===== src/rtl/drp_params.svh =====
`ifndef DRP_PARAMS_SVH
`define DRP_PARAMS_SVH

// register byte offsets
`define DRP_OFS_DEBUG_ID 12'h000
`define DRP_OFS_EVENT_CATCH 12'h004
`define DRP_OFS_RUN_CONTROL 12'h008
`define DRP_OFS_OS_LOCK_ACCESS 12'h00C
`define DRP_OFS_OS_LOCK_STATUS 12'h010
`define DRP_OFS_OS_SAVE_RESTORE 12'h014
`define DRP_OFS_POWER_STATUS 12'h018
// core-domain register page, one word per entry from 0x100
`define DRP_CORE_PAGE 4'h1

// field positions
`define DRP_EC_OS_UNLOCK 0
`define DRP_RC_HALT 0
`define DRP_RC_RESTART 1
`define DRP_RC_CLR_STICKY 2
`define DRP_OLS_IMPL 0
`define DRP_OLS_LOCKED 1
`define DRP_PS_CORE_UP 0
`define DRP_PS_HALT_REQ 1
`define DRP_PS_HALTED 2

// values
`define DRP_OS_KEY 32'hC5ACCE55
`define DRP_RESP_OKAY 2'h0
`define DRP_RESP_SLVERR 2'h2
`define DRP_RESP_DECERR 2'h3
`define DRP_ZERO_WORD 32'h0000_0000

`endif


===== src/rtl/drp_pkg.sv =====
`default_nettype none
package drp_pkg;

  typedef enum logic [1:0] {
    ST_IDLE,
    ST_EXEC,
    ST_DONE
  } drp_state_t;

  typedef enum logic [1:0] {
    SRC_COP,
    SRC_WR,
    SRC_RD
  } drp_src_t;

  typedef struct packed {
    logic wr;
    logic [11:0] addr;
    logic [31:0] wdata;
    logic [3:0] strb;
  } drp_acc_t;

endpackage : drp_pkg
`default_nettype wire


===== src/rtl/drp_sync.sv =====
`timescale 1ns/1ps
`default_nettype none
module drp_sync #(
  parameter int WIDTH = 1
) (
  input wire logic aclk,
  input wire logic aresetn,
  input wire logic [WIDTH-1:0] din,
  output logic [WIDTH-1:0] dout
);

  logic [WIDTH-1:0] s1_reg;
  logic [WIDTH-1:0] s2_reg;
  logic [WIDTH-1:0] s3_reg;
  logic [WIDTH-1:0] out_reg;

  // three stages, output moves only when stage two and three agree
  always_ff @(posedge aclk) begin
    if (!aresetn) begin
      s1_reg <= '0;
      s2_reg <= '0;
      s3_reg <= '0;
      out_reg <= '0;
    end else begin
      s1_reg <= din;
      s2_reg <= s1_reg;
      s3_reg <= s2_reg;
      for (int i = 0; i < WIDTH; i++) begin
        if (s2_reg[i] == s3_reg[i]) begin
          out_reg[i] <= s3_reg[i];
        end
      end
    end
  end

  assign dout = out_reg;

endmodule : drp_sync
`default_nettype wire


===== src/rtl/drp_core_mem.sv =====
`timescale 1ns/1ps
`default_nettype none
module drp_core_mem #(
  parameter int WORDS = 16,
  parameter int IW = 4
) (
  input wire logic aclk,
  input wire logic aresetn,
  input wire logic we,
  input wire logic [3:0] strb,
  input wire logic [IW-1:0] idx,
  input wire logic [31:0] wdata,
  output logic [31:0] rdata
);

  logic [31:0] mem [WORDS];
  logic [31:0] rdata_reg;

  // byte-enabled write, registered read
  always_ff @(posedge aclk) begin
    if (we) begin
      for (int b = 0; b < 4; b++) begin
        if (strb[b]) begin
          mem[idx][8*b +: 8] <= wdata[8*b +: 8];
        end
      end
    end
  end

  always_ff @(posedge aclk) begin
    if (!aresetn) begin
      rdata_reg <= 32'h0000_0000;
    end else begin
      rdata_reg <= mem[idx];
    end
  end

  assign rdata = rdata_reg;

endmodule : drp_core_mem
`default_nettype wire


===== src/rtl/drp_top.sv =====
// Functional notes
// - core software reaches debug registers through the coprocessor request port
// - an external debugger port is always present and never omitted
// - extended coprocessor and memory-mapped paths are both built here
// - at least one of coprocessor or memory-mapped path exists; here both
// - memory-mapped path answers plain loads and stores at fixed addresses
// - memory-mapped and external debugger port is one bus slave
// - core-domain access while core is off gets slave error, no stall
// - debug-domain registers keep value and stay readable with core off
// - event catch bit lives in debug domain; core power-down never clears it
// - halt request bit survives power-down and blocked secure state
// - pending halt requests reach the core only while it is powered
// - os lock lives in debug domain and stays set across power-down
// - separate debug and core register groups allow debug over power-down
// - bus control logic and surviving registers sit in the debug domain
// - id, event catch and run control never return an error
// - writing the key to os lock access resets the sequence counter
//
// Implementation choices: register access over AXI4-Lite and the register offsets.
`timescale 1ns/1ps
`include "drp_params.svh"
`default_nettype none
module drp_top #(
  // arbitrary identification value
  parameter logic [31:0] DEBUG_ID = 32'h0000_1001,
  parameter int CORE_WORDS = 16
) (
  input wire logic aclk,
  input wire logic aresetn,
  input wire logic [11:0] awaddr,
  input wire logic awvalid,
  output logic awready,
  input wire logic [31:0] wdata,
  input wire logic [3:0] wstrb,
  input wire logic wvalid,
  output logic wready,
  output logic [1:0] bresp,
  output logic bvalid,
  input wire logic bready,
  input wire logic [11:0] araddr,
  input wire logic arvalid,
  output logic arready,
  output logic [31:0] rdata,
  output logic [1:0] rresp,
  output logic rvalid,
  input wire logic rready,
  input wire logic cop_req,
  input wire logic cop_wr,
  input wire logic [11:0] cop_addr,
  input wire logic [31:0] cop_wdata,
  output logic cop_ack,
  output logic [31:0] cop_rdata,
  output logic cop_err,
  input wire logic core_powered_up,
  input wire logic external_halt_request,
  input wire logic invasive_debug_enable,
  input wire logic secure_invasive_enable,
  input wire logic core_secure,
  input wire logic core_halted,
  output logic halt_req,
  output logic restart_req,
  output logic clear_sticky_req,
  output logic os_lock
);

  localparam int IW = $clog2(CORE_WORDS);

  // pin inputs from other domains
  logic [3:0] pin_s;
  drp_sync #(.WIDTH(4)) u_sync (
    .aclk(aclk),
    .aresetn(aresetn),
    .din({secure_invasive_enable, invasive_debug_enable, external_halt_request,
          core_powered_up}),
    .dout(pin_s)
  );
  wire core_up = pin_s[0];
  wire ext_halt = pin_s[1];
  wire inv_en = pin_s[2];
  wire sec_en = pin_s[3];

  drp_pkg::drp_state_t state_reg;
  drp_pkg::drp_src_t src_reg;
  drp_pkg::drp_acc_t acc_reg;

  logic aw_held_reg, w_held_reg, ar_held_reg;
  logic [11:0] aw_addr_reg, ar_addr_reg;
  logic [31:0] w_data_reg;
  logic [3:0] w_strb_reg;
  logic bvalid_reg, rvalid_reg, cop_ack_reg, cop_err_reg;
  logic [1:0] bresp_reg, rresp_reg, resp_reg;
  logic [31:0] rdata_reg, cop_rdata_reg, rd_direct_reg;
  logic rd_mem_reg;
  logic event_catch_reg, halt_pend_reg, os_lock_reg;
  logic [IW:0] seq_cnt_reg;
  logic halt_req_reg, restart_reg, clr_sticky_reg;
  logic [31:0] mem_rdata;

  // source selection, coprocessor first
  // coprocessor path
  wire take_cop = cop_req && !cop_ack_reg;
  wire take_wr = aw_held_reg && w_held_reg && !bvalid_reg;
  wire take_rd = ar_held_reg && !rvalid_reg;
  wire take_any = take_cop || take_wr || take_rd;

  wire [11:0] a = acc_reg.addr;
  wire hit_id = a == `DRP_OFS_DEBUG_ID;
  wire hit_ec = a == `DRP_OFS_EVENT_CATCH;
  wire hit_rc = a == `DRP_OFS_RUN_CONTROL;
  wire hit_ola = a == `DRP_OFS_OS_LOCK_ACCESS;
  wire hit_ols = a == `DRP_OFS_OS_LOCK_STATUS;
  wire hit_osr = a == `DRP_OFS_OS_SAVE_RESTORE;
  wire hit_pwr = a == `DRP_OFS_POWER_STATUS;
  wire core_grp = (a[11:8] == `DRP_CORE_PAGE) && (a[1:0] == 2'h0)
                  && (32'(a[7:2]) < 32'(CORE_WORDS));
  wire mapped = hit_id || hit_ec || hit_rc || hit_ola || hit_ols || hit_osr
                || hit_pwr || core_grp;
  wire core_blocked = (core_grp || hit_osr) && !core_up;
  wire osr_blocked = hit_osr && !os_lock_reg;
  wire [1:0] err_resp = !mapped ? `DRP_RESP_DECERR :
                        (core_blocked || osr_blocked) ? `DRP_RESP_SLVERR :
                        `DRP_RESP_OKAY;
  wire ok = err_resp == `DRP_RESP_OKAY;
  wire in_exec = state_reg == drp_pkg::ST_EXEC;
  wire exec_ok = in_exec && ok;
  wire exec_wr = exec_ok && acc_reg.wr;
  wire [3:0] st = acc_reg.strb;
  wire [31:0] wd = acc_reg.wdata;

  // os save/restore sequencing
  wire seq_zero = seq_cnt_reg == '0;
  wire [IW:0] seq_m1 = seq_cnt_reg - 1'b1;
  wire seq_room = 32'(seq_cnt_reg) < 32'(CORE_WORDS);
  wire seq_inc = exec_ok && hit_osr && seq_room;
  wire wr_ola = exec_wr && hit_ola && (&st);
  wire key_ok = wd == `DRP_OS_KEY;
  wire os_unlock_evt = wr_ola && !key_ok && os_lock_reg && event_catch_reg;

  wire [IW-1:0] mem_idx = hit_osr ? seq_m1[IW-1:0] : a[2 +: IW];
  wire mem_we = exec_wr && (core_grp || (hit_osr && !seq_zero));

  drp_core_mem #(.WORDS(CORE_WORDS), .IW(IW)) u_mem (
    .aclk(aclk),
    .aresetn(aresetn),
    .we(mem_we),
    .strb(st),
    .idx(mem_idx),
    .wdata(wd),
    .rdata(mem_rdata)
  );

  // register write effects
  // event catch write
  wire wr_ec = exec_wr && hit_ec && st[0];
  wire wr_rc = exec_wr && hit_rc && st[0];
  wire halt_set = (wr_rc && wd[`DRP_RC_HALT]) || os_unlock_evt;
  wire halt_next = halt_set || (halt_pend_reg && !core_halted);
  // forward only with core powered and debug permitted
  wire halt_allowed = inv_en && (!core_secure || sec_en);
  wire halt_req_next = core_up && halt_allowed && (halt_pend_reg || ext_halt);

  // read data selection
  wire [31:0] rd_direct =
    !ok ? `DRP_ZERO_WORD :
    hit_id ? DEBUG_ID :
    hit_ec ? {31'h0, event_catch_reg} :
    hit_rc ? {31'h0, halt_pend_reg} :
    hit_ols ? {30'h0, os_lock_reg, 1'b1} :
    hit_pwr ? {29'h0, core_halted, halt_req_reg, core_up} :
    (hit_osr && seq_zero) ? 32'(CORE_WORDS) :
    `DRP_ZERO_WORD;
  wire rd_mem = ok && (core_grp || (hit_osr && !seq_zero));
  wire [31:0] rd_final = rd_mem_reg ? mem_rdata : rd_direct_reg;
  wire in_done = state_reg == drp_pkg::ST_DONE;

  // access engine
  always_ff @(posedge aclk) begin
    if (!aresetn) begin
      state_reg <= drp_pkg::ST_IDLE;
      src_reg <= drp_pkg::SRC_COP;
      acc_reg <= '0;
      resp_reg <= `DRP_RESP_OKAY;
      rd_direct_reg <= `DRP_ZERO_WORD;
      rd_mem_reg <= 1'b0;
    end else begin
      case (state_reg)
        drp_pkg::ST_IDLE: begin
          if (take_cop) begin
            src_reg <= drp_pkg::SRC_COP;
            acc_reg <= '{wr: cop_wr, addr: cop_addr, wdata: cop_wdata, strb: 4'hF};
          end else if (take_wr) begin
            src_reg <= drp_pkg::SRC_WR;
            acc_reg <= '{wr: 1'b1, addr: aw_addr_reg, wdata: w_data_reg,
                         strb: w_strb_reg};
          end else if (take_rd) begin
            src_reg <= drp_pkg::SRC_RD;
            acc_reg <= '{wr: 1'b0, addr: ar_addr_reg, wdata: 32'h0, strb: 4'h0};
          end
          if (take_any) begin
            state_reg <= drp_pkg::ST_EXEC;
          end
        end
        drp_pkg::ST_EXEC: begin
          resp_reg <= err_resp;
          rd_direct_reg <= rd_direct;
          rd_mem_reg <= rd_mem && !acc_reg.wr;
          state_reg <= drp_pkg::ST_DONE;
        end
        drp_pkg::ST_DONE: begin
          state_reg <= drp_pkg::ST_IDLE;
        end
        default: begin
          state_reg <= drp_pkg::ST_IDLE;
        end
      endcase
    end
  end

  always_ff @(posedge aclk) begin
    if (!aresetn) begin
      aw_held_reg <= 1'b0;
      w_held_reg <= 1'b0;
      ar_held_reg <= 1'b0;
      aw_addr_reg <= 12'h000;
      ar_addr_reg <= 12'h000;
      w_data_reg <= 32'h0000_0000;
      w_strb_reg <= 4'h0;
      bvalid_reg <= 1'b0;
      rvalid_reg <= 1'b0;
      bresp_reg <= `DRP_RESP_OKAY;
      rresp_reg <= `DRP_RESP_OKAY;
      rdata_reg <= 32'h0000_0000;
    end else begin
      if (awvalid && awready) begin
        aw_held_reg <= 1'b1;
        aw_addr_reg <= awaddr;
      end
      if (wvalid && wready) begin
        w_held_reg <= 1'b1;
        w_data_reg <= wdata;
        w_strb_reg <= wstrb;
      end
      if (arvalid && arready) begin
        ar_held_reg <= 1'b1;
        ar_addr_reg <= araddr;
      end
      if (bvalid_reg && bready) begin
        bvalid_reg <= 1'b0;
      end
      if (rvalid_reg && rready) begin
        rvalid_reg <= 1'b0;
      end
      if (in_done && src_reg == drp_pkg::SRC_WR) begin
        aw_held_reg <= 1'b0;
        w_held_reg <= 1'b0;
        bvalid_reg <= 1'b1;
        bresp_reg <= resp_reg;
      end
      if (in_done && src_reg == drp_pkg::SRC_RD) begin
        ar_held_reg <= 1'b0;
        rvalid_reg <= 1'b1;
        rresp_reg <= resp_reg;
        rdata_reg <= rd_final;
      end
    end
  end

  always_ff @(posedge aclk) begin
    if (!aresetn) begin
      cop_ack_reg <= 1'b0;
      cop_err_reg <= 1'b0;
      cop_rdata_reg <= 32'h0000_0000;
    end else begin
      cop_ack_reg <= in_done && src_reg == drp_pkg::SRC_COP;
      if (in_done && src_reg == drp_pkg::SRC_COP) begin
        cop_err_reg <= resp_reg != `DRP_RESP_OKAY;
        cop_rdata_reg <= rd_final;
      end
    end
  end

  // debug-domain state, core power term in the halt_req_reg update and, through the save/restore slave error, in seq_cnt_reg
  always_ff @(posedge aclk) begin
    if (!aresetn) begin
      event_catch_reg <= 1'b0;
      halt_pend_reg <= 1'b0;
      os_lock_reg <= 1'b0;
      seq_cnt_reg <= '0;
      halt_req_reg <= 1'b0;
      restart_reg <= 1'b0;
      clr_sticky_reg <= 1'b0;
    end else begin
      if (wr_ec) begin
        event_catch_reg <= wd[`DRP_EC_OS_UNLOCK];
      end
      halt_pend_reg <= halt_next;
      if (wr_ola) begin
        os_lock_reg <= key_ok;
      end
      if (wr_ola && key_ok) begin
        seq_cnt_reg <= '0;
      end else if (seq_inc) begin
        seq_cnt_reg <= seq_cnt_reg + 1'b1;
      end
      halt_req_reg <= halt_req_next;
      restart_reg <= wr_rc && wd[`DRP_RC_RESTART];
      clr_sticky_reg <= wr_rc && wd[`DRP_RC_CLR_STICKY];
    end
  end

  assign awready = !aw_held_reg;
  assign wready = !w_held_reg;
  assign arready = !ar_held_reg;
  assign bvalid = bvalid_reg;
  assign bresp = bresp_reg;
  assign rvalid = rvalid_reg;
  assign rresp = rresp_reg;
  assign rdata = rdata_reg;
  assign cop_ack = cop_ack_reg;
  assign cop_err = cop_err_reg;
  assign cop_rdata = cop_rdata_reg;
  assign halt_req = halt_req_reg;
  assign restart_req = restart_reg;
  assign clear_sticky_req = clr_sticky_reg;
  assign os_lock = os_lock_reg;

endmodule : drp_top
`default_nettype wire


===== config.mk =====
export PLATFORM = sky130hd
export DESIGN_NAME = drp_top
export DESIGN_NICKNAME = d
export VERILOG_FILES = /design/src/rtl/drp_pkg.sv /design/src/rtl/drp_sync.sv /design/src/rtl/drp_core_mem.sv /design/src/rtl/drp_top.sv
export VERILOG_INCLUDE_DIRS = /design/src /design/src/rtl
export SDC_FILE = /design/constraint.sdc
export NUM_CORES = 1
export LEC_CHECK = 0
export BUFFER_PORTS_ARGS = -buffer_cell sky130_fd_sc_hd__buf_2
export CAP_MARGIN = 20
export CORE_UTILIZATION = 34
export CTS_BUF_LIST = sky130_fd_sc_hd__clkbuf_4 sky130_fd_sc_hd__clkbuf_8
export DETAILED_ROUTE_END_ITERATION = 8
export SLEW_MARGIN = 5
export SYNTH_ARGS = -nofsm -noshare
export SYNTH_HDL_FRONTEND = slang
export SYNTH_SLANG_ARGS = --single-unit

===== constraint.sdc =====
create_clock -name aclk -period 10.1 [get_ports aclk]
set_input_delay 2.525 -clock aclk [delete_from_list [all_inputs] [get_ports aclk]]
set_output_delay 2.525 -clock aclk [all_outputs]
set_load 0.02 [all_outputs]

==> results of run 1 <==
## cell usage after synthesis, types with 35 or more instances
library cell | count | area (µm²)
a221oi_1 | 75 | 657
a21boi_0 | 124 | 931
nand3_1 | 74 | 370
a22oi_1 | 60 | 450
nor2_1 | 121 | 454
edfxtp_1 | 512 | 15400
nand4_1 | 40 | 250
nor3b_1 | 35 | 263
a22o_1 | 37 | 324
nor3_1 | 70 | 350
dfxtp_1 | 255 | 5100
clkbuf_1 | 176 | 661
a21oi_1 | 188 | 941
o22ai_1 | 93 | 582
nand2_1 | 425 | 1600
mux2i_1 | 42 | 420
## worst max path at each step
stage	startpoint	end	slack [ps]	cells after the start
2_1_floorplan	cop_req	wd[13]	6040	8
3_3_place_gp	cop_req	a[5]	5160	7
3_5_place_dp	cop_req	a[3]	5090	7
4_1_cts	a[2]	u_mem.mem[14][27]	5230	6
5_1_grt	a[2]	u_mem.mem[14][26]	4990	6
6_report	a[2]	u_mem.mem[14][27]	5120	6
## metrics by stage
step / setup WS [ps] / cell area, µm²
2_1_floorplan: 6040 / 31000
4_1_cts: 5230 / 35800
6_report: 5120 / 35800
5_1_grt: 4990 / 35800
3_5_place_dp: 5090 / 33300
3_3_place_gp: 5160 / 33200
## where the power goes
group | internal, µW | switching [µW] | leakage [µW]
Sequential | 3460 | 182 | 0.00682
Clock | 1490 | 1210 | 0.00135
Combinational | 178 | 328 | 0.00397
Total | 5130 | 1720 | 0.0121
## routing by layer
metal / up-vias / GRT usage / wire [µm]
met5: - / 0 / 0
li1: 10300 / - / -
met3: 173 / 0.0427 / 7430
met4: 0 / 0.0859 / 4070
met1: 11000 / 0.264 / 39100
met2: 944 / 0.298 / 41200
## kinds of logic (layout without fill, tap and decap cells)
family | after synthesis | in the layout | synth area share
buf+inv | 224 | 503 | 0.0284
mux | 45 | 45 | 0.0147
compound gates | 710 | 710 | 0.164
other cells | 0 | 1 | 0
simple gates | 874 | 874 | 0.130
flops | 767 | 767 | 0.661
xor+xnor | 4 | 4 | 0.00113
fa+ha+maj | 3 | 3 | 0.00121
## area by class of cell
class	instances	area share
Clock buffer	192	0.0641
Sequential cell	767	0.572
Tap cell	1176	0.0411
Inverter	12	0.00126
Timing Repair Buffer	269	0.0427
Antenna cell	1	0.0000698
Clock inverter	30	0.00594
Multi-Input combinational cell	1636	0.273
==> flow_metrics.py, run 1 <==
metrics = {
    "yosys": {
        "syn-num-nets": 2749,
        "syn_area_um2": 31000,
        "synth_ff_type": "edfxtp_1",
        "avgSynthCellArea_um2": 11.8,
        "async_flop_share": 0,
        "synth_cell_types": 63,
        "ys_seq_area_frac": 0.661,
        "ys_seq_elements": 767,
        "syn-instance-count": 2627,
        "ys_warn_count": 0,
        "synth-edff-count": 512,
    },
    "clock_network": {
        "clkTransAtPathRegs_ps": 70,
        "numCtsBuffers": 119,
        "clock-sinks": 767,
        "cts-root-buf": "clkbuf_8",
        "hold_buffers": 0,
        "cts_tree": "built",
        "cts_buffer_depth": 3,
        "clk_latency_ps": 740,
        "h-tree-depth": 3,
        "cts_resized": 0,
        "post_cts_buffers": 0,
    },
    "layout": {
        "mostFrequentLayoutCells": "edfxtp_1 (512), nand2_1 (425), dfxtp_1 (252)",
        "layout.nets": 2927,
        "drive_gt1_frac": 0.180,
        "final_cells": 4083,
        "largest_reg_flops": 512,
        "final_core_util": 0.397,
        "regMostFlops": "u_mem.mem",
        "multi_input_area_um2": 9780,
        "final_common_cell": "edfxtp_1",
        "regArea_um2": 20500,
        "syn2layout_area_growth_pct": 15.6,
        "n_fill_cell": 8570,
    },
    "worst_hold_path": {
        "whs_path_depth": 1,
        "min_to": "u_sync.s2_reg[1]",
        "worstHoldPathType": "flip-flop to flip-flop",
        "hp-start": "u_sync.s1_reg[1]",
    },
    "global_route": {
        "grt_max_degree": 140,
        "grt_pass1_wl_um": 138000,
        "grt_usage": 0.195,
        "antenna_found_initial": 4,
        "grt_pass1_vias": 22000,
        "overflow": 0,
    },
    "routing": {
        "wl_per_cell_um": 22.5,
        "wirelength_um": 91800,
        "drc": 0,
        "drtIter0Drc": 2157,
        "via_count": 22400,
        "dr.pass1.iters": 6,
        "antenna_left": 0,
        "vias_per_cell": 5.49,
    },
    "die": {
        "start_util": 0.344,
        "dieArea_um2": 92400,
        "fp.coreArea_um2": 90100,
        "row_count": 110,
        "fp.dieH_um": 304,
        "die_w_um": 304,
        "ioPinCount": 198,
    },
    "place": {
        "gp_congestion": 0.833,
        "place_inst": 3852,
        "port_buffers": 197,
        "place_hpwl_um": 56500,
    },
    "critical_path": {
        "cp-end-kind": "flip-flop",
        "path_cells": "or4b_1, a2111oi_2, or2_2, buf_4, nand2b_1, nor2_1",
        "reg2reg_depth": 6,
        "crit_buf_inv": 1,
        "cp_top_family": "simple AND/OR/NAND/NOR gates",
        "cp.arrival_ps": 5340,
        "cpMaxStageDelayCell": "dfxtp_2",
        "cp.required_ps": 10460,
        "cp-start-kind": "flip-flop",
        "rrSetupSlack_ps": 5120,
        "worst-setup-path-type": "flip-flop to flip-flop",
        "r2r-start": "a[2]",
        "slowest_delay_ps": 960,
        "critical_path_peak_fanout": 51,
        "r2r_end": "u_mem.mem[14][27]",
    },
    "power": {
        "power.total_uw": 6840,
        "p_leak_uw": 0.0121,
        "power.density_nw_per_um2": 191,
        "peakVddDrop_mv": 0.0988,
    },
    "timing": {
        "period_minus_slack_ps": 4980,
        "fmax_ghz": 0.201,
        "finalMaxSlewViolations": 0,
        "rsz0062_at_grt": "false",
        "whs_ps": 430,
        "finalCritPeriodShare": 0.493,
        "hold_viol": 0,
        "worst_pin_slew_ps": 1210,
        "skew_ps": 27.7,
        "slew_headroom": 0.191,
        "totalNegativeSetupSlack_ps": 0,
        "setup_viol": 0,
    },
    "job": {
        "drv_cap": 0,
    },
    "outcome": {
        "status": "finished clean",
    },
}
(Power assumes the default switching activity.)
==> run 2, diff against run 1 <==
--- a/config.mk
+++ b/config.mk
@@ -6,6 +6,7 @@
 export SDC_FILE = /design/constraint.sdc
 export NUM_CORES = 1
 export LEC_CHECK = 0
+export ABC_AREA = 1
 export BUFFER_PORTS_ARGS = -buffer_cell sky130_fd_sc_hd__buf_2
 export CAP_MARGIN = 20
 export CORE_UTILIZATION = 34
==> constraint.sdc (replaced) <==
create_clock -name aclk -period 4.3 [get_ports aclk]
set_input_delay 1.075 -clock aclk [delete_from_list [all_inputs] [get_ports aclk]]
set_output_delay 1.075 -clock aclk [all_outputs]
set_load 0.02 [all_outputs]
==> run 2 against run 1 <==
Net effect: global-route usage down 0.47 points; synthesized cell count up 27%; count of clock-buffer cells in the layout is 9 lower; first-iteration DRC count rose by 8.8%; final area up 0.48%; largest cell class unchanged; combinational power increased to 3.8 times the previous value; power increased by 150%; critical path type unchanged; clock skew increased by 8.1 ps; synthesized area is 0.61% higher; cell count rose by 17%.
==> flow_metrics.py, run 2 <==
metrics = {
    "clock_network": {
        "clock-sinks": 767,
        "cts_resized": 0,
        "clkTransAtPathRegs_ps": 60,
        "numCtsBuffers": 117,
        "clk_latency_ps": 760,
        "h-tree-depth": 3,
        "cts_buffer_depth": 3,
        "post_cts_buffers": 0,
        "cts-root-buf": "clkbuf_8",
        "cts_tree": "built",
        "hold_buffers": 0,
    },
    "yosys": {
        "async_flop_share": 0,
        "synth_top_area_frac": 0.493,
        "synth_most_common_cell": "nand2_1",
        "synth_cell_types": 41,
        "synthTopCellsByArea": "edfxtp_1 (49%), nand2_1 (17%), dfxtp_1 (16%)",
        "syn_area_um2": 31200,
        "avgSynthCellArea_um2": 9.37,
        "syn-num-nets": 3448,
        "ys_top_cells_by_count": "nand2_1 (1430), edfxtp_1 (512), nor2_1 (295)",
        "ys_seq_elements": 767,
        "syn-instance-count": 3326,
        "ys_warn_count": 0,
        "yosys.area.top_type": "edfxtp_1",
        "ys_seq_area_frac": 0.657,
        "synth_ff_type": "edfxtp_1",
        "synth-edff-count": 512,
    },
    "place": {
        "gp_congestion": 0.879,
        "place_hpwl_um": 57600,
        "port_buffers": 197,
        "place_inst": 4565,
    },
    "timing": {
        "skew_ps": 35.8,
        "fmax_ghz": 0.281,
        "whs_ps": 413,
        "worst_pin_slew_ps": 1010,
        "rsz0062_at_grt": "false",
        "period_minus_slack_ps": 3550,
        "hold_viol": 0,
        "slew_headroom": 0.323,
        "setup_viol": 0,
        "totalNegativeSetupSlack_ps": 0,
        "finalMaxSlewViolations": 0,
        "finalCritPeriodShare": 0.826,
    },
    "layout": {
        "layout.nets": 3630,
        "regMostFlops": "u_mem.mem",
        "largest_reg_flops": 512,
        "final_cells": 4788,
        "drive_gt1_frac": 0.139,
        "syn2layout_area_growth_pct": 15.5,
        "final_common_cell": "nand2_1",
        "final_core_util": 0.398,
        "mostFrequentLayoutCells": "nand2_1 (1429), edfxtp_1 (512), nor2_1 (293)",
    },
    "critical_path": {
        "worst-setup-path-type": "flip-flop to flip-flop",
        "critical_path_peak_fanout": 31,
        "cp.required_ps": 4670,
        "cp-end-kind": "flip-flop",
        "cp-start-kind": "flip-flop",
        "rrSetupSlack_ps": 750,
        "cp.arrival_ps": 3920,
    },
    "die": {
        "start_util": 0.345,
        "fp.coreArea_um2": 90400,
        "die_w_um": 305,
        "dieArea_um2": 92900,
        "fp.dieH_um": 305,
        "row_count": 110,
        "ioPinCount": 198,
    },
    "global_route": {
        "grt_max_degree": 154,
        "overflow": 0,
        "antenna_found_initial": 3,
        "grt_usage": 0.190,
        "grt_pass1_vias": 22400,
        "grt_pass1_wl_um": 136000,
    },
    "routing": {
        "wl_per_cell_um": 18.8,
        "drtIter0Drc": 2347,
        "dr.pass1.iters": 6,
        "antenna_left": 0,
        "drc": 0,
        "vias_per_cell": 4.93,
        "via_count": 23600,
        "wirelength_um": 90000,
    },
    "power": {
        "power.density_nw_per_um2": 474,
        "p_leak_uw": 0.0149,
        "peakVddDrop_mv": 0.265,
    },
    "outcome": {
        "status": "finished clean",
    },
    "worst_hold_path": {
        "worstHoldPathType": "flip-flop to flip-flop",
    },
    "job": {
        "drv_cap": 0,
    },
}
-- run 2: layout make-up --
type                            count  area (µm²)
Tap cell                         1176        1470
Sequential cell                   767       20500
Multi-Input combinational cell   2284        9600
Clock buffer                      183        2260
Timing Repair Buffer              257        1460
Clock inverter                     39         409
Inverter                           81         307
Fill cell                        8866       54400
Antenna cell                        1        2.50
-- run 2: power by group --
group	leakage (µW)	internal, µW	total (µW)	switching [µW]
logic	0.00676	517	1900	1380
registers	0.00674	8170	8450	282
clock network	0.00141	3830	6730	2890
total	0.0149	12500	17100	4560
-- run 2: routing by layer --
layer / vias up / part of all wire / global-route usage
met4: 4 / 0.032 / 0.0666
met1: 11200 / 0.44 / 0.261
met3: 173 / 0.072 / 0.0402
li1: 11400 / - / -
met2: 880 / 0.46 / 0.296
met5: - / 0.00017 / 0
-- run 2: logic make-up (layout without fill, tap and decap cells) --
| group | count (synthesis) | after routing | synth area share |
|---|---|---|---|
| simple gates | 1955 | 1955 | 0.247 |
| other cells | 0 | 1 | 0 |
| flops | 767 | 767 | 0.657 |
| compound gates | 317 | 317 | 0.0547 |
| buf+inv | 275 | 560 | 0.0372 |
| mux | 5 | 5 | 0.00181 |
| fa+ha+maj | 4 | 4 | 0.00153 |
| xor+xnor | 3 | 3 | 0.000843 |
-- run 2: final timing paths --
| check | start | endpoint | cells after the start |
|---|---|---|---|
| min | u_sync.s1_reg[0] | u_sync.s2_reg[0] | 2 |
| max reg2reg | a[2] | u_mem.mem[8][19] | 11 |
| min reg2reg | u_sync.s1_reg[0] | u_sync.s2_reg[0] | 2 |
| max | a[2] | u_mem.mem[8][19] | 11 |
-- run 2: through the flow --
step | setup slack, ps | power [µW] | cell area [µm²]
after floorplan | 1790 | 9680 | 31200
after global placement | 889 | 10500 | 33300
after detailed placement | 816 | 10500 | 33300
after CTS | 799 | 17200 | 36000
after global routing | 623 | 17700 | 36000
final | 746 | 17100 | 36000
-- run 2: critical path, cell delays in order, from the launching register on --
cell,delay [ps]
dfxtp_4,560
nand2_1,180
nor2_4,240
nand2_4,120
inv_2,110
nand2_1,50
nand2_1,150
inv_2,80
nor2_4,300
buf_4,310
nand2_1,380
nor2_1,670
==> run 3, diff against run 2 <==
==> constraint.sdc (replaced) <==
create_clock -name aclk -period 3.5 [get_ports aclk]
set_input_delay 0.875 -clock aclk [delete_from_list [all_inputs] [get_ports aclk]]
set_output_delay 0.875 -clock aclk [all_outputs]
set_load 0.02 [all_outputs]
==> run 3 against run 2 <==
Net effect: cell count grew 1.1%; largest power group unchanged; register-to-register slack lost 450 ps; worst hold slack lost 85 ps; global-route usage down 0.23 points; sequential share of layout area decreased by 0.46 points; clock skew is 13 ps higher; via count grew 0.16%.
==> flow_metrics.py, run 3 (synthesized netlist as in run 2, its figures left out) <==
metrics = {
    "die": {
        "dieArea_um2": 92900,
        "ioPinCount": 198,
        "fp.coreArea_um2": 90400,
        "row_count": 110,
        "start_util": 0.345,
        "fp.dieH_um": 305,
        "die_w_um": 305,
    },
    "critical_path": {
        "cp.arrival_ps": 3560,
        "r2r_end": "u_mem.mem[0][15]",
        "critical_path_cell_count": 11,
        "crit_start": "a[4]",
        "cp-endpoint": "u_mem.mem[0][15]",
        "cpMaxStageDelayCell": "nor2_1",
        "r2r-start": "a[4]",
        "path_cells": "inv_2, nor2_1, nand2_1, nor2_8, nand2_4, nand3_1, nor2_1, nor2_1, and3_1, nand2_1, nor2_1",
        "cp-start-kind": "flip-flop",
        "cp_common_cell": "nor2_1",
        "cp.required_ps": 3850,
        "cp_top_family": "simple AND/OR/NAND/NOR gates",
        "worst-setup-path-type": "flip-flop to flip-flop",
        "crit_buf_inv": 1,
        "reg2reg_depth": 11,
        "slowest_delay_ps": 670,
        "rrSetupSlack_ps": 300,
        "cp-end-kind": "flip-flop",
        "critical_path_peak_fanout": 12,
    },
    "place": {
        "gp_congestion": 0.899,
        "place_hpwl_um": 57600,
        "port_buffers": 197,
        "place_area_um2": 33900,
    },
    "layout": {
        "layout.nets": 3694,
        "mostFrequentLayoutCells": "nand2_1 (1429), edfxtp_1 (512), nor2_1 (293)",
        "largest_reg_flops": 512,
        "drive_gt1_frac": 0.154,
        "regMostFlops": "u_mem.mem",
        "final_common_cell": "nand2_1",
        "syn2layout_area_growth_pct": 16.4,
        "final_core_util": 0.401,
        "fin_area_um2": 36300,
    },
    "routing": {
        "top_layer": "met4",
        "route.met3.wl_um": 6230,
        "wl_per_cell_um": 18.5,
        "wl_met2_um": 41700,
        "vias_per_cell": 4.88,
        "antenna_left": 0,
        "drtIter0Drc": 2280,
        "via_count": 23700,
        "dr.pass1.iters": 6,
        "wirelength_um": 89400,
        "wl_met1_um": 39100,
        "drc": 0,
    },
    "timing": {
        "totalNegativeSetupSlack_ps": 0,
        "worst_pin_slew_ps": 929,
        "finalMaxSlewViolations": 0,
        "slew_headroom": 0.380,
        "hold_viol": 0,
        "rsz0062_at_grt": "false",
        "setup_viol": 0,
        "skew_ps": 49.1,
        "fmax_ghz": 0.312,
        "period_minus_slack_ps": 3200,
        "finalCritPeriodShare": 0.915,
    },
    "clock_network": {
        "clkTransAtPathRegs_ps": 70,
        "clock-sinks": 767,
        "cts_resized": 0,
        "numCtsBuffers": 114,
        "cts_buffer_depth": 3,
        "clk_latency_ps": 770,
        "cts-root-buf": "clkbuf_8",
        "hold_buffers": 0,
        "h-tree-depth": 3,
        "post_cts_buffers": 0,
        "cts_tree": "built",
    },
    "global_route": {
        "grt_usage": 0.188,
        "grt_max_degree": 129,
        "grt_pass1_vias": 22700,
        "antenna_found_initial": 4,
        "grt_pass1_wl_um": 135000,
        "overflow": 0,
    },
    "worst_hold_path": {
        "worstHoldPathType": "input pin to flip-flop",
    },
    "outcome": {
        "status": "finished clean",
    },
    "power": {
        "p_leak_uw": 0.0152,
        "peakVddDrop_mv": 0.318,
        "power.density_nw_per_um2": 560,
    },
    "job": {
        "drv_cap": 0,
    },
}
run 3: changes by cell type in the layout (fill, tap and decap cells not counted), sizes merged:
cell    delta
buf       +67
bufinv     -7
clkbuf     +2
clkinv    -10
diode      +1
inv        +2
run 3: power breakdown:
part / leakage, µW / switching [µW] / internal [µW] / total (µW)
Sequential: 0.00674 / 175 / 10000 / 10200
Clock: 0.00128 / 3470 / 4070 / 7550
Combinational: 0.00715 / 1880 / 692 / 2570
Total: 0.0152 / 5530 / 14800 / 20300
run 3: routing by layer:
layer,global-route usage,vias to the layer above
met4,0.0554,0
met2,0.304,793
met3,0.0339,159
met1,0.256,11200
met5,0,-
li1,-,11500
run 3: how the worst min path moves through the flow:
stage	from	endpoint	slack (ps)	cells after the start
2_1_floorplan	u_sync.s1_reg[0]	u_sync.s2_reg[0]	390	2
3_3_place_gp	u_sync.s1_reg[3]	u_sync.s2_reg[3]	410	2
3_5_place_dp	u_sync.s1_reg[3]	u_sync.s2_reg[3]	400	2
4_1_cts	secure_invasive_enable	u_sync.s1_reg[3]	270	3
5_1_grt	secure_invasive_enable	u_sync.s1_reg[3]	300	3
6_report	secure_invasive_enable	u_sync.s1_reg[3]	330	3
run 3: cell type report:
| type | instances | area, µm² |
|---|---|---|
| Inverter | 81 | 307 |
| Sequential cell | 767 | 20500 |
| Timing Repair Buffer | 324 | 2040 |
| Clock buffer | 185 | 2210 |
| Multi-Input combinational cell | 2284 | 9600 |
| Clock inverter | 24 | 173 |
| Tap cell | 1176 | 1470 |
| Fill cell | 8847 | 54100 |
| Antenna cell | 2 | 5.00 |
run 3: tightest hold or removal path: cells and delay by family:
kind	cells	cell delay [ps]
AND/OR/NAND/NOR	1	40
buffers and inverters	2	130
run 3: through the flow:
stage               power, µW  cells  setup slack (ps)  hold slack, ps
floorplan               11900   3326               990             390
global placement        13000   4632               281             406
global route            21100   4843              65.6             299
finish                  20300   4843               297             328
CTS                     20400   4841               267             274
detailed placement      13000   4632               303             404
